### src/verilog/startup_opt_pkg.sv
// Purpose: Shared constants for the motor start-up option register bank
// Assumes: 8-bit registers at byte offsets 0x23..0x26
// Notes: Decoded settings use fixed-point units listed beside each table
package startup_opt_pkg;
	localparam int ADDR_W = 8;
	localparam int DATA_W = 8;
	localparam logic [7:0] STARTUP_DETECT_OFF = 8'h23;
	localparam logic [7:0] OL_CURRENT_BRAKE_OFF = 8'h24;
	localparam logic [7:0] STARTUP_ACCEL_OFF = 8'h25;
	localparam logic [7:0] LOOP_HANDOVER_OFF = 8'h26;
	localparam logic [7:0] STARTUP_DETECT_RST = 8'h00;
	localparam logic [7:0] OL_CURRENT_BRAKE_RST = 8'h00;
	localparam logic [7:0] STARTUP_ACCEL_RST = 8'h00;
	localparam logic [7:0] LOOP_HANDOVER_RST = 8'h08;
	// Field positions
	localparam int STAT_THR_LSB = 6;
	localparam int ADV_ANGLE_LSB = 4;
	localparam int ISD_EN_BIT = 3;
	localparam int RVS_EN_BIT = 2;
	localparam int RVS_THR_LSB = 0;
	localparam int OL_CURR_LSB = 6;
	localparam int RAMP_LSB = 3;
	localparam int BRAKE_LSB = 0;
	localparam int ACC2_LSB = 3;
	localparam int ACC1_LSB = 0;
	localparam int HANDOVER_LSB = 3;
	// Clock and timing
	localparam int CLK_HZ = 40_000_000;
	localparam int MS_PER_TICK = 1;
	localparam int TICK_CYCLES = CLK_HZ / 1000 * MS_PER_TICK;
	localparam int STAT_BASE_MS = 80;
	typedef enum logic [1:0] {
		SEQ_IDLE = 2'b00,
		SEQ_RUN = 2'b01
	} seq_state_e;
endpackage

### src/verilog/motor_startup_option_regs.sv
// Purpose: Start-up option register bank with decoded, latched settings
// Assumes: Register port synchronous to clk; one access per cycle
// Notes: Settings latch at start_req and hold until the next start
// Functional notes
// - Stationary window 80/160/320/640 ms from code
// - Advance angle 30 to 120 degrees
// - Speed detect only when enable bit set
// - Reverse drive only when enable bit set
// - Reverse or brake threshold 6.3 to 51 Hz
// - Open-loop current 0.2 to 1.6 A
// - Current ramp rate eight steps of VCC/s
// - Brake code zero disables brake
// - Second-order acceleration from eight codes
// - First-order acceleration from eight codes
// - Low range threshold n times 0.8 Hz
// - High range threshold (n+1) times 12.8 Hz
// - Close loop once frequency reaches threshold
`timescale 1ns/10ps
`default_nettype none
module motor_startup_option_regs #(
	parameter int TICK_DIV = startup_opt_pkg::TICK_CYCLES
) (
	input wire logic clk,
	input wire logic arst_n,
	input wire logic wr_en,
	input wire logic rd_en,
	input wire logic [startup_opt_pkg::ADDR_W-1:0] addr,
	input wire logic [startup_opt_pkg::DATA_W-1:0] wdata,
	output logic [startup_opt_pkg::DATA_W-1:0] rdata,
	output logic rvalid,
	input wire logic start_req,
	input wire logic seq_done,
	input wire logic zero_cross,
	input wire logic [11:0] motor_freq_dhz,
	output logic seq_active,
	output logic motor_stationary,
	output logic isd_run,
	output logic reverse_drive_allowed,
	output logic reverse_or_brake_go,
	output logic closed_loop,
	output logic [7:0] advance_deg,
	output logic [10:0] curr_ma,
	output logic [12:0] ramp_mvcc_s,
	output logic brake_enable,
	output logic [11:0] brake_ms,
	output logic [16:0] acc2_mhz_s2,
	output logic [16:0] acc1_mhz_s
);
	import startup_opt_pkg::*;

	// Reset asserts at once but leaves through two flops
	logic rst_s1_q, rst_n_q;
	always_ff @(posedge clk or negedge arst_n) begin
		if (!arst_n) begin
			rst_s1_q <= 1'b0;
			rst_n_q <= 1'b0;
		end else begin
			rst_s1_q <= 1'b1;
			rst_n_q <= rst_s1_q;
		end
	end

	// Register bank
	logic [7:0] detect_q, detect_d, brake_opt_q, brake_opt_d;
	logic [7:0] accel_q, accel_d, handover_q, handover_d;
	logic [7:0] rdata_q, rdata_d;
	logic rvalid_q, rvalid_d;
	always_comb begin
		detect_d = detect_q;
		brake_opt_d = brake_opt_q;
		accel_d = accel_q;
		handover_d = handover_q;
		if (wr_en) begin
			case (addr)
				STARTUP_DETECT_OFF: detect_d = wdata;
				OL_CURRENT_BRAKE_OFF: brake_opt_d = wdata;
				STARTUP_ACCEL_OFF: accel_d = wdata;
				LOOP_HANDOVER_OFF: handover_d = wdata;
				default: ;
			endcase
		end
		// Read data holds between reads; unmapped offsets read as zero
		rvalid_d = rd_en;
		case (addr)
			STARTUP_DETECT_OFF: rdata_d = detect_q;
			OL_CURRENT_BRAKE_OFF: rdata_d = brake_opt_q;
			STARTUP_ACCEL_OFF: rdata_d = accel_q;
			LOOP_HANDOVER_OFF: rdata_d = handover_q;
			default: rdata_d = 8'h00;
		endcase
		if (!rd_en) begin
			rdata_d = rdata_q;
		end
	end
	always_ff @(posedge clk or negedge rst_n_q) begin
		if (!rst_n_q) begin
			detect_q <= STARTUP_DETECT_RST;
			brake_opt_q <= OL_CURRENT_BRAKE_RST;
			accel_q <= STARTUP_ACCEL_RST;
			handover_q <= LOOP_HANDOVER_RST;
			rdata_q <= 8'h00;
			rvalid_q <= 1'b0;
		end else begin
			detect_q <= detect_d;
			brake_opt_q <= brake_opt_d;
			accel_q <= accel_d;
			handover_q <= handover_d;
			rdata_q <= rdata_d;
			rvalid_q <= rvalid_d;
		end
	end

	// Latched copies used by the running sequence
	// Host writes during a run only take effect at the next start
	seq_state_e state_q, state_d;
	logic [7:0] lat_det_q, lat_det_d, lat_brk_q, lat_brk_d;
	logic [7:0] lat_acc_q, lat_acc_d, lat_hnd_q, lat_hnd_d;
	always_comb begin
		state_d = state_q;
		lat_det_d = lat_det_q;
		lat_brk_d = lat_brk_q;
		lat_acc_d = lat_acc_q;
		lat_hnd_d = lat_hnd_q;
		case (state_q)
			SEQ_IDLE: begin
				if (start_req) begin
					state_d = SEQ_RUN;
					lat_det_d = detect_q;
					lat_brk_d = brake_opt_q;
					lat_acc_d = accel_q;
					lat_hnd_d = handover_q;
				end
			end
			SEQ_RUN: begin
				if (seq_done) begin
					state_d = SEQ_IDLE;
				end
			end
			default: state_d = SEQ_IDLE;
		endcase
	end
	always_ff @(posedge clk or negedge rst_n_q) begin
		if (!rst_n_q) begin
			state_q <= SEQ_IDLE;
			lat_det_q <= STARTUP_DETECT_RST;
			lat_brk_q <= OL_CURRENT_BRAKE_RST;
			lat_acc_q <= STARTUP_ACCEL_RST;
			lat_hnd_q <= LOOP_HANDOVER_RST;
		end else begin
			state_q <= state_d;
			lat_det_q <= lat_det_d;
			lat_brk_q <= lat_brk_d;
			lat_acc_q <= lat_acc_d;
			lat_hnd_q <= lat_hnd_d;
		end
	end

	// Decode works on the latched copies, never the live registers
	logic [9:0] win_ms, rvs_dhz;
	logic [11:0] hnd_dhz, brk_ms_w;
	logic hnd_valid, brk_on_w;
	logic [7:0] adv_w;
	logic [10:0] curr_w;
	logic [12:0] ramp_w;
	logic [16:0] acc2_w, acc1_w;
	option_decode u_decode (
		.stat_code(lat_det_q[STAT_THR_LSB +: 2]),
		.adv_code(lat_det_q[ADV_ANGLE_LSB +: 2]),
		.rvs_code(lat_det_q[RVS_THR_LSB +: 2]),
		.curr_code(lat_brk_q[OL_CURR_LSB +: 2]),
		.ramp_code(lat_brk_q[RAMP_LSB +: 3]),
		.brake_code(lat_brk_q[BRAKE_LSB +: 3]),
		.acc2_code(lat_acc_q[ACC2_LSB +: 3]),
		.acc1_code(lat_acc_q[ACC1_LSB +: 3]),
		.handover_code(lat_hnd_q[HANDOVER_LSB +: 5]),
		.stat_window_ms(win_ms),
		.advance_deg(adv_w),
		.rvs_thr_dhz(rvs_dhz),
		.curr_ma(curr_w),
		.ramp_mvcc_s(ramp_w),
		.brake_ms(brk_ms_w),
		.brake_on(brk_on_w),
		.acc2_mhz_s2(acc2_w),
		.acc1_mhz_s(acc1_w),
		.handover_dhz(hnd_dhz),
		.handover_valid(hnd_valid)
	);

	// Free-running millisecond base shared by all windows
	logic ms_tick;
	tick_divider #(.DIV(TICK_DIV)) u_tick (
		.clk(clk),
		.rst_n(rst_n_q),
		.tick(ms_tick)
	);

	// Stationary judgment: window without a zero crossing
	// Tick phase is free, so the first counted ms may be short
	logic [9:0] quiet_ms_q, quiet_ms_d;
	logic run;
	logic active_d, active_q;
	logic stat_d, stat_q;
	logic isd_d, isd_q;
	logic rvs_d, rvs_q;
	logic go_d, go_q;
	logic closed_d, closed_q;
	logic brk_en_d, brk_en_q;

	// Both frequency thresholds use the same inclusive compare
	function automatic logic freq_reached(input logic [11:0] freq, input logic [11:0] thr);
		return freq >= thr;
	endfunction

	always_comb begin
		run = (state_q == SEQ_RUN);
		quiet_ms_d = quiet_ms_q;
		if (!run || zero_cross) begin
			quiet_ms_d = 10'h000;
		end else if (ms_tick && quiet_ms_q != win_ms) begin
			quiet_ms_d = quiet_ms_q + 10'h001;
		end
		active_d = run;
		stat_d = run && lat_det_q[ISD_EN_BIT] && !zero_cross
			&& (quiet_ms_q == win_ms);
		isd_d = run && lat_det_q[ISD_EN_BIT];
		rvs_d = run && lat_det_q[RVS_EN_BIT];
		go_d = run && (lat_det_q[RVS_EN_BIT] || brk_on_w)
			&& freq_reached(motor_freq_dhz, 12'(rvs_dhz));
		// Invalid code 00000 never closes the loop
		closed_d = run && hnd_valid && freq_reached(motor_freq_dhz, hnd_dhz);
		// Reflects the latched code in idle as well
		brk_en_d = brk_on_w;
	end
	always_ff @(posedge clk or negedge rst_n_q) begin
		if (!rst_n_q) begin
			quiet_ms_q <= 10'h000;
			active_q <= 1'b0;
			stat_q <= 1'b0;
			isd_q <= 1'b0;
			rvs_q <= 1'b0;
			go_q <= 1'b0;
			closed_q <= 1'b0;
			brk_en_q <= 1'b0;
		end else begin
			quiet_ms_q <= quiet_ms_d;
			active_q <= active_d;
			stat_q <= stat_d;
			isd_q <= isd_d;
			rvs_q <= rvs_d;
			go_q <= go_d;
			closed_q <= closed_d;
			brk_en_q <= brk_en_d;
		end
	end

	// Decoded settings registered so outputs come from flops
	// One flop after decode keeps the wide table outputs glitch-free
	logic [7:0] adv_q, adv_d;
	logic [10:0] curr_q, curr_d;
	logic [12:0] ramp_q, ramp_d;
	logic [11:0] brk_ms_q, brk_ms_d;
	logic [16:0] acc2_q, acc2_d;
	logic [16:0] acc1_q, acc1_d;
	always_comb begin
		adv_d = adv_w;
		curr_d = curr_w;
		ramp_d = ramp_w;
		brk_ms_d = brk_ms_w;
		acc2_d = acc2_w;
		acc1_d = acc1_w;
	end
	always_ff @(posedge clk or negedge rst_n_q) begin
		if (!rst_n_q) begin
			adv_q <= 8'h00;
			curr_q <= 11'h000;
			ramp_q <= 13'h0000;
			brk_ms_q <= 12'h000;
			acc2_q <= 17'h00000;
			acc1_q <= 17'h00000;
		end else begin
			adv_q <= adv_d;
			curr_q <= curr_d;
			ramp_q <= ramp_d;
			brk_ms_q <= brk_ms_d;
			acc2_q <= acc2_d;
			acc1_q <= acc1_d;
		end
	end

	assign rdata = rdata_q;
	assign rvalid = rvalid_q;
	assign seq_active = active_q;
	assign motor_stationary = stat_q;
	assign isd_run = isd_q;
	assign reverse_drive_allowed = rvs_q;
	assign reverse_or_brake_go = go_q;
	assign closed_loop = closed_q;
	assign brake_enable = brk_en_q;
	assign advance_deg = adv_q;
	assign curr_ma = curr_q;
	assign ramp_mvcc_s = ramp_q;
	assign brake_ms = brk_ms_q;
	assign acc2_mhz_s2 = acc2_q;
	assign acc1_mhz_s = acc1_q;
endmodule
`default_nettype wire

### src/verilog/option_decode.sv
// Purpose: Map start-up option codes to physical settings
// Assumes: Fields held stable by the caller
// Notes: Units are mA, mVCC/s, ms, mHz/s, mHz/s^2, Hz/10 and degrees
`timescale 1ns/10ps
`default_nettype none
module option_decode (
	input wire logic [1:0] stat_code,
	input wire logic [1:0] adv_code,
	input wire logic [1:0] rvs_code,
	input wire logic [1:0] curr_code,
	input wire logic [2:0] ramp_code,
	input wire logic [2:0] brake_code,
	input wire logic [2:0] acc2_code,
	input wire logic [2:0] acc1_code,
	input wire logic [4:0] handover_code,
	output logic [9:0] stat_window_ms,
	output logic [7:0] advance_deg,
	output logic [9:0] rvs_thr_dhz,
	output logic [10:0] curr_ma,
	output logic [12:0] ramp_mvcc_s,
	output logic [11:0] brake_ms,
	output logic brake_on,
	output logic [16:0] acc2_mhz_s2,
	output logic [16:0] acc1_mhz_s,
	output logic [11:0] handover_dhz,
	output logic handover_valid
);
	import startup_opt_pkg::*;
	always_comb begin
		stat_window_ms = 10'(STAT_BASE_MS << stat_code);
		advance_deg = 8'(30 * (adv_code + 1));
		curr_ma = 11'(200 << curr_code);
		case (rvs_code)
			2'h0: rvs_thr_dhz = 10'd63;
			2'h1: rvs_thr_dhz = 10'd130;
			2'h2: rvs_thr_dhz = 10'd260;
			default: rvs_thr_dhz = 10'd510;
		endcase
		case (ramp_code)
			3'h0: ramp_mvcc_s = 13'd6000;
			3'h1: ramp_mvcc_s = 13'd3000;
			3'h2: ramp_mvcc_s = 13'd1500;
			3'h3: ramp_mvcc_s = 13'd700;
			3'h4: ramp_mvcc_s = 13'd340;
			3'h5: ramp_mvcc_s = 13'd160;
			3'h6: ramp_mvcc_s = 13'd70;
			default: ramp_mvcc_s = 13'd23;
		endcase
		brake_on = (brake_code != 3'h0);
		case (brake_code)
			3'h1: brake_ms = 12'd2700;
			3'h2: brake_ms = 12'd1300;
			3'h3: brake_ms = 12'd670;
			3'h4: brake_ms = 12'd330;
			3'h5: brake_ms = 12'd160;
			3'h6: brake_ms = 12'd80;
			3'h7: brake_ms = 12'd40;
			default: brake_ms = 12'd0;
		endcase
		case (acc2_code)
			3'h0: acc2_mhz_s2 = 17'd57000;
			3'h1: acc2_mhz_s2 = 17'd29000;
			3'h2: acc2_mhz_s2 = 17'd14000;
			3'h3: acc2_mhz_s2 = 17'd6900;
			3'h4: acc2_mhz_s2 = 17'd3300;
			3'h5: acc2_mhz_s2 = 17'd1600;
			3'h6: acc2_mhz_s2 = 17'd660;
			default: acc2_mhz_s2 = 17'd220;
		endcase
		case (acc1_code)
			3'h0: acc1_mhz_s = 17'd76000;
			3'h1: acc1_mhz_s = 17'd38000;
			3'h2: acc1_mhz_s = 17'd19000;
			3'h3: acc1_mhz_s = 17'd9200;
			3'h4: acc1_mhz_s = 17'd4500;
			3'h5: acc1_mhz_s = 17'd2100;
			3'h6: acc1_mhz_s = 17'd900;
			default: acc1_mhz_s = 17'd300;
		endcase
		if (handover_code[4]) begin
			handover_dhz = 12'(128 * (handover_code[3:0] + 1));
			handover_valid = 1'b1;
		end else begin
			handover_dhz = 12'(8 * handover_code[3:0]);
			handover_valid = (handover_code[3:0] != 4'h0);
		end
	end
endmodule
`default_nettype wire

### src/verilog/tick_divider.sv
// Purpose: One-cycle enable pulse every DIV clocks
// Assumes: DIV at least 1
// Notes: Used as the millisecond time base
`timescale 1ns/10ps
`default_nettype none
module tick_divider #(
	parameter int DIV = 40000
) (
	input wire logic clk,
	input wire logic rst_n,
	output logic tick
);
	logic [31:0] cnt_q, cnt_d;
	logic tick_d, tick_q;
	always_comb begin
		tick_d = (cnt_q == 32'(DIV - 1));
		cnt_d = tick_d ? 32'h0 : cnt_q + 32'h1;
	end
	always_ff @(posedge clk or negedge rst_n) begin
		if (!rst_n) begin
			cnt_q <= 32'h0;
			tick_q <= 1'b0;
		end else begin
			cnt_q <= cnt_d;
			tick_q <= tick_d;
		end
	end
	assign tick = tick_q;
endmodule
`default_nettype wire

### config.mk
export PLATFORM = sky130hd
export DESIGN_NAME = motor_startup_option_regs
export DESIGN_NICKNAME = d
export VERILOG_FILES = /design/src/verilog/startup_opt_pkg.sv /design/src/verilog/motor_startup_option_regs.sv /design/src/verilog/option_decode.sv /design/src/verilog/tick_divider.sv
export SDC_FILE = /design/constraint.sdc
export NUM_CORES = 1
export LEC_CHECK = 0
export ABC_CLOCK_PERIOD_IN_PS = 5900
export BUFFER_PORTS_ARGS = -buffer_cell sky130_fd_sc_hd__buf_4
export CORE_MARGIN = 2
export CORE_UTILIZATION = 51
export CTS_CLUSTER_SIZE = 40
export DETAILED_ROUTE_END_ITERATION = 16
export PLACE_DENSITY = 0.84
export RECOVER_POWER = 100
export REMOVE_ABC_BUFFERS = 1
export SYNTH_ARGS = -nofsm -noshare
export SYNTH_HDL_FRONTEND = slang
export SYNTH_SLANG_ARGS = --single-unit
### constraint.sdc
create_clock -name clk -period 5.9 [get_ports clk]
set_input_delay 0.885 -clock clk [delete_from_list [all_inputs] [get_ports clk]]
set_output_delay 0.885 -clock clk [all_outputs]
set_load 0.005 [all_outputs]
# Word-level counts from Yosys, hierarchy flattened
# Index checks and enable logic that the tools add are counted.
# totals
ff_bits	202
latch_bits	0
ram_bits	0
rom_bits	0
input_bits	35
wordCells	116
memories	0
# classes
n_addsub	4
multipliers	1
n_div	0
n_lt_le_gt_ge	2
eq_ne	37
shift	2
muxes	14
bitwise	0
n_reduce_logical	27
# ops
operator	n
one-hot mux 17 bit (7 select lines)	1
one-hot mux 16 bit (7 select lines)	1
one-hot mux 13 bit (7 select lines)	1
one-hot mux 12 bit (7 select lines)	1
equality test 3 bit, second input constant	13
adder 32 x 1 -> 32 bit, second input constant	1
equality test 32 x 16 -> 1 bit, second input constant	1
equality test 8 x 6 -> 1 bit, second input constant	4
multiplier 4 x 32 -> 7 bit, first input constant	1
two-way mux 32 bit	1
one-hot mux 8 bit (4 select lines)	1
one-hot mux 9 bit (3 select lines)	1
equality test 3 x 2 -> 1 bit, second input constant	8
two-way mux 10 bit	2
equality test 3 x 1 -> 1 bit, second input constant	4
greater-or-equal comparator 12 x 10 -> 1 bit	1
greater-or-equal comparator 12 bit	1
two-way mux 12 bit	1
AND reduction 2 bit	6
<< shifter 8 x 2 -> 11 bit, first input constant	1
adder 10 x 1 -> 10 bit, second input constant	1
equality test 10 bit	1
!= test 10 bit	1
<< shifter 7 x 2 -> 10 bit, first input constant	1
16 further kinds	32

# Logic depth before layout (Yosys ltp)
# Gate-level depths: netlist (run 1).
# depth
word_depth	5
depth_mapped	8

# Hierarchy
# A second synthesis (run 1) with hierarchy kept.
# hier_totals
cells_unflattened	748
area_unflattened_um2	8901.0
# by_module_without_submodules
module	n_inst	cells_per_inst	area_each_um2	seq_area_each_um2
motor_startup_option_regs	1	435	6218.5	4156.5
tick_divider	1	146	1580.3	825.8
option_decode	1	167	1102.3	0.0

# Least setup slack after synthesis (run 1)
# OpenSTA, ideal clock, no wires.
# synth_path
kind	input to register
startpoint	in addr[4] (netlist name)
endpoint	reg accel_q[0]
setup_time_ps	125
arrival_ps	2136
required_ps	5775
path_slack_ps	3639
path_stages	5
n_path_buf	0
path_cell_list	nand2b_4 > nor4_4 > nand3b_2 > nor2_2 > mux2_2
# synth_between
elab_chain_len	2
# synth_lines
item	line_no	rtl
from (decl)	motor_startup_option_regs.sv:27	input wire logic [startup_opt_pkg::ADDR_W-1:0] addr,
equality test 8 x 6 -> 1 bit	motor_startup_option_regs.sv:74	case (addr)
AND reduction 2 bit (no source line)	-	
to (signal assigned)	motor_startup_option_regs.sv:106	accel_q <= accel_d;
to (decl)	motor_startup_option_regs.sv:65	logic [7:0] accel_q, accel_d, handover_q, handover_d;
# Every way passes these cells.
# A chain may end at the register's enable or synchronous reset.

# Final worst setup path (run 1)
# layout_path
startpoint	in addr[4] (netlist name)
endpoint	reg brake_opt_q[2]
# layout_between
elab_chain_len	2
# layout_lines
item	line_no	rtl
equality test 8 x 6 -> 1 bit	motor_startup_option_regs.sv:74	
AND reduction 2 bit (no source line)	-	
to (signal assigned)	motor_startup_option_regs.sv:105	brake_opt_q <= brake_opt_d;
to (decl)	motor_startup_option_regs.sv:64	logic [7:0] detect_q, detect_d, brake_opt_q, brake_opt_d;
# Every way passes these cells.

==> results_dict.tcl, run 1 <==
set metrics [dict create \
    first_pass_iters 4 \
    worst_setup_path_start_kind "input pin" \
    path_class "input pin to register" \
    synth_fa_ha_area_share_pct 5.55 \
    outcome "finished with violations" \
    place_congestion 0.861 \
    clockBufferDepth 2 \
    start_util_pct 52.1 \
    r2r-end "brake_ms[4]" \
    grtUsageTotal_pct 19.8 \
    placed_cell_area_sq_mm 0.00929 \
    drive_gt1_share_pct 26.6 \
    power.density_mw_per_mm2 290 \
    ctsHoldBuffers 0 \
    yosysUniqueCellTypes 65 \
    cts_resized 0 \
    max-slew-margin-rel_pct -39.2 \
    setup_viol 0 \
    antenna_found_initial 0 \
    hold_class "input pin to asynchronous set/reset pin" \
    wl_mm 16.3 \
    r2r_cells 1 \
    violations "capacitance limit, slew limit" \
    syn_avg_cell_area_sq_um 12.2 \
    cp-end-kind "register" \
    reg2reg_slack_ns 3.10 \
    crit_chain "clkbuf_4 -> nand2b_1 -> nor4_1 -> nor4b_1 -> mux2_2" \
    cpPeakStageDelay_ns 1.42 \
    synthXorXnorAreaFrac_pct 4.25 \
    cp_data_arrival_time_ns 3.75 \
    avgRoutedWirePerCell_microns 16.0 \
    final_common_cell "dfrtp_1" \
    max_freq_mhz 291 \
    crit_slowest_cell "nor4b_1" \
    r2r_start "rst_n_q" \
    grt_max_degree 84 \
    grt_pass1_wl_mm 27.1 \
    synth-simple-area-share_pct 13.0 \
    synth_top_family_by_area "simple AND/OR/NAND/NOR gates" \
    num-nets-final 862 \
    cp_data_required_time_ns 6.21 \
    critPathTopFamily "simple AND/OR/NAND/NOR gates" \
    fin_crit_ns 3.43 \
    drtIter0Drc 384 \
    final_cell_mix "dfrtp_1, clkbuf_4, mux2_2" \
    diodes 0 \
    fin_skew_ns 0.00784 \
    drc 0 \
    cts_tree "built" \
    synthFlopType "dfrtp_1" \
    fillCellCount 1246 \
    post_cts_buffers 0 \
    max-cap-violations 3 \
    async_reset_ff_share_pct 100 \
    grt_setup_unrepaired "false" \
    dp_slack_ns 3.29 \
    syn_to_final_growth_pct 18.6 \
    muxShareOfSynthArea_pct 9.15 \
    coreArea_sq_mm 0.0158 \
    cp_max_fo 8 \
    finalCritPeriodShare_pct 58.2 \
    fp.dieW_microns 131 \
    power_w 0.00284 \
    slew_viol_final 94 \
    synth-compound-area-share_pct 7.31 \
    final_area_sq_mm 0.00978 \
    htree_levels 4 \
    whs_ns 0.245 \
    leakage_nw 4.64 \
    yosysWarnings 0 \
    setup_slack_ns 2.47 \
    vias_per_cell 5.30 \
    netlist_area_sq_mm 0.00825 \
    dp_hpwl_mm 11.7 \
    io_buffers 118 \
    crit_buf_inv 1 \
    gr-total-overflow 0 \
    worstSkewPairLatency_ns 0.43 \
    fp.dieArea_sq_mm 0.0172 \
    ys_ff_latch 188 \
    vias 5411 \
    root_buffer "clkbuf_16" \
    drtAntennaViolNets 0 \
    fin_tns_setup_ns 0 \
    syn_inst 674 \
    grt_pass1_vias 5339 \
    clk_pin_slew_ns 0.06 \
    synth_edf_count 0 \
    numCtsBuffers 17 \
    ir_worst_vdd_uv 213 \
    cts.sinks 188 \
    ioPinCount 129 \
    hold_viol 0 \
    tightestPinTransition_ns 2.09 \
    ys_seq_area_share_pct 57.1 \
    fp.dieH_microns 131 \
    num_rows 46 \
]
==> cells by family after synthesis <==
group | after synthesis
muxes | 68
buffers and inverters | 65
AOI/OAI and AO/OA | 84
other | 2
adders and majority gates | 36
and+or+nand+nor | 191
xor gates and xnor gates | 40
DFF | 188
==> registers in the layout (all words and copies together) (netlist names), 5 cells and up <==
signal and cells:
acc1_mhz_s 14, acc2_mhz_s2 14, accel_q 8, advance_deg 7, brake_ms 11, brake_opt_q 8
curr_ma 8, detect_q 8, handover_q 8, lat_acc_q 6, lat_brk_q 8, lat_det_q 8
lat_hnd_q 5, quiet_ms_q 10, ramp_mvcc_s 13, rdata 8, u_tick.cnt_q 32
==> metal layers <==
| metal | wire length, microns | GRT usage (%) | vias to the layer above |
|---|---|---|---|
| li1 | - | - | 2554 |
| met5 | 0 | 0 | - |
| met4 | 269 | 7.31 | 0 |
| met3 | 835 | 4.48 | 23 |
| met2 | 7810 | 31.5 | 144 |
| met1 | 7380 | 26.7 | 2690 |
==> synthesized netlist by cell type, types with 4 or more instances <==
master	n	area share, %
inv_1	31	1.4
dfrtp_1	186	56
o21ai_0	13	0.79
buf_4	11	1.0
clkbuf_1	16	0.73
a21o_1	6	0.55
nand2_1	35	1.6
ha_1	35	5.3
nand2b_1	12	0.91
buf_2	5	0.30
xor2_1	10	1.1
and4_1	4	0.42
nor3_1	11	0.67
and2_1	10	0.76
o22a_2	8	0.97
o22ai_1	8	0.61
nand3_1	20	1.2
mux2_2	58	7.9
mux2i_1	9	1.1
a22oi_1	8	0.73
nor4_1	8	0.61
and3_1	8	0.61
xnor2_1	30	3.2
nor2b_1	13	0.99
nand4_1	14	1.1
nor2_1	36	1.6
a21oi_1	12	0.73
==> area by class of cell <==
cell class / instances / area, sq um / area share, %
multi-input combinational: 432 / 3210 / 32.8
sequential: 188 / 4710 / 48.1
timing repair buffer: 121 / 875 / 8.94
clock buffer: 20 / 467 / 4.77
tap: 216 / 270 / 2.76
clock inverter: 12 / 136 / 1.39
inverter: 31 / 116 / 1.19
==> power breakdown <==
part,leakage [nW],switching [W],total [W],internal [W]
Sequential,2.45,0.0000648,0.00143,0.00137
Clock,0.289,0.000479,0.00114,0.000660
Combinational,1.90,0.000125,0.000268,0.000143
==> worst max-delay path by stage <==
stage / start / to / cells after the start
2_1_floorplan: rst_n_q / acc1_mhz_s[11] / 0
3_3_place_gp: addr[3] / accel_q[5] / 5
3_5_place_dp: addr[3] / accel_q[1] / 5
4_1_cts: addr[3] / detect_q[5] / 5
5_1_grt: addr[4] / brake_opt_q[2] / 5
6_report: addr[4] / brake_opt_q[2] / 5
==> through the flow <==
step	cells	utilization (%)
6_report	1020	61.8
4_1_cts	1020	62.5
5_1_grt	1020	61.8
3_3_place_gp	988	58.7
3_5_place_dp	988	58.7
2_1_floorplan	651	-
(Power assumes the default switching activity.)
==> run 2, diff against run 1 <==
ABC_CLOCK_PERIOD_IN_PS = 3410   (was 5900)
CORE_UTILIZATION = 57   (was 51)
PLACE_DENSITY = 0.88   (was 0.84)
clock period = 3.41 ns   (was 5.9 ns; I/O delays follow)
==> results_dict.tcl, run 2 (same netlist as run 1, synthesis figures left out) <==
set metrics [dict create \
    outcome "finished with violations" \
    violations "capacitance limit, slew limit" \
    cpPeakStageDelay_ns 1.23 \
    diodes 0 \
    power.density_mw_per_mm2 507 \
    fp.dieH_microns 124 \
    tightestPinTransition_ns 1.71 \
    use_met3_pct 4.73 \
    htree_levels 4 \
    cts_resized 0 \
    hold_class "input pin to register" \
    largest_register_ffs 32 \
    drive_gt1_share_pct 26.1 \
    wl_mm 17.8 \
    r2r_start "state_q[0]" \
    grt_max_degree 84 \
    vias_per_cell 5.61 \
    swShare_pct 23.9 \
    numCtsBuffers 17 \
    min_from "seq_done" \
    first_pass_iters 5 \
    cts.sinks 188 \
    finalCritPeriodShare_pct 72.1 \
    dp_slack_ns 1.10 \
    cp_data_arrival_time_ns 2.76 \
    p_seq_share_pct 50.0 \
    num-nets-final 864 \
    combPwrFrac_pct 9.9 \
    grt_pass1_vias 5674 \
    path_class "register to register" \
    max_freq_mhz 407 \
    fp.dieArea_sq_mm 0.0154 \
    final_area_sq_mm 0.00976 \
    fin_skew_ns 0.00880 \
    stdcell_count 986 \
    start_util_pct 59.0 \
    grt_setup_unrepaired "false" \
    syn_to_final_growth_pct 18.4 \
    internal_power_w 0.00377 \
    cp_max_fo 28 \
    clk_pin_slew_ns 0.06 \
    gr-total-overflow 0 \
    io_buffers 118 \
    grt_pass1_wl_mm 29.5 \
    antenna_found_initial 0 \
    regArea_sq_mm 0.00471 \
    grtUsageTotal_pct 24.1 \
    power_w 0.00495 \
    setup_viol 0 \
    use_met1_pct 30.2 \
    leakage_nw 4.63 \
    max-slew-margin-rel_pct -14.2 \
    vias 5532 \
    fin_crit_ns 2.46 \
    worst_setup_path_start_kind "register" \
    grt_use_met2_pct 40.8 \
    drtAntennaViolNets 0 \
    drtIter0Drc 437 \
    fillCellCount 953 \
    crit_slowest_cell "clkbuf_1" \
    place_congestion 0.868 \
    dp_hpwl_mm 12.9 \
    hold_viol 0 \
    critPathLaunch "state_q[0]" \
    clockBufferDepth 2 \
    setup_slack_ns 0.950 \
    crit_buf_inv 2 \
    worstSkewPairLatency_ns 0.43 \
    cp-end-kind "register" \
    fin_tns_setup_ns 0 \
    root_buffer "clkbuf_16" \
    dp_cells 953 \
    top_register "u_tick.cnt_q" \
    clock_power_share_pct 40.1 \
    multi_input_comb_area_sq_mm 0.00324 \
    fp.dieW_microns 124 \
    critPathTopFamily "buffers and inverters" \
    ioPinCount 129 \
    placed_cell_area_sq_mm 0.00927 \
    cts_tree "built" \
    final_cell_mix "dfrtp_1, clkbuf_4, mux2_2" \
    coreArea_sq_mm 0.0140 \
    ir_worst_vdd_uv 384 \
    cp_data_required_time_ns 3.72 \
    final_common_cell "dfrtp_1" \
    slew_viol_final 29 \
    max-cap-violations 1 \
    num_rows 43 \
    netSwitchingPower_w 0.00118 \
    drc 0 \
    top_usage_layer "met2" \
    avgRoutedWirePerCell_microns 18.0 \
    crit_chain "inv_1 -> nand2_1 -> clkbuf_1 -> mux2_2" \
]
[run 2: final cells by class]
type / instances / area share, %
Sequential cell: 188 / 48.2
Multi-Input combinational cell: 432 / 33.1
Timing Repair Buffer: 123 / 8.98
Clock buffer: 21 / 4.82
Tap cell: 180 / 2.31
Clock inverter: 11 / 1.33
Inverter: 31 / 1.19
[run 2: what timing repair did]
action	in CTS	in global routing
endpoints found under the hold margin	2	0
buffers inserted	0	0
hold buffers	1	0
[run 2: path summary, 6_finish.rpt]
path	endpoint	slack, ns	cells after the start
hold / removal	state_q[0]	0.25	2
setup / recovery	lat_det_q[1]	0.95	4
max in group asynchronous	ramp_mvcc_s[3]	1.32	1
hold reg to reg	rst_n_q	0.35	0
setup reg to reg	lat_det_q[1]	0.95	4
min in group asynchronous	rst_s1_q	0.39	2
[run 2: stage by stage]
step                util, %  hold WS, ns
floorplan                 -        0.216
global placement       66.3        0.276
detailed placement     66.3        0.283
CTS                    70.6        0.244
global route           69.8        0.255
finish                 69.8        0.251
[run 2: power groups by stage]
| stage | clock network [W] | logic, W | registers, W |
|---|---|---|---|
| finish | 0.00199 | 0.000489 | 0.00248 |
| global route | 0.00210 | 0.000541 | 0.00249 |
| detailed placement | 0 | 0.000506 | 0.00252 |
| floorplan | 0 | 0.000207 | 0.00252 |
| global placement | 0 | 0.000481 | 0.00251 |
| CTS | 0.00201 | 0.000512 | 0.00248 |
[run 2: per-layer routing]
metal	vias to the layer above	wire length [microns]
li1	2568	-
met1	2779	7320
met2	146	9250
met3	39	672
met4	0	506
met5	-	0
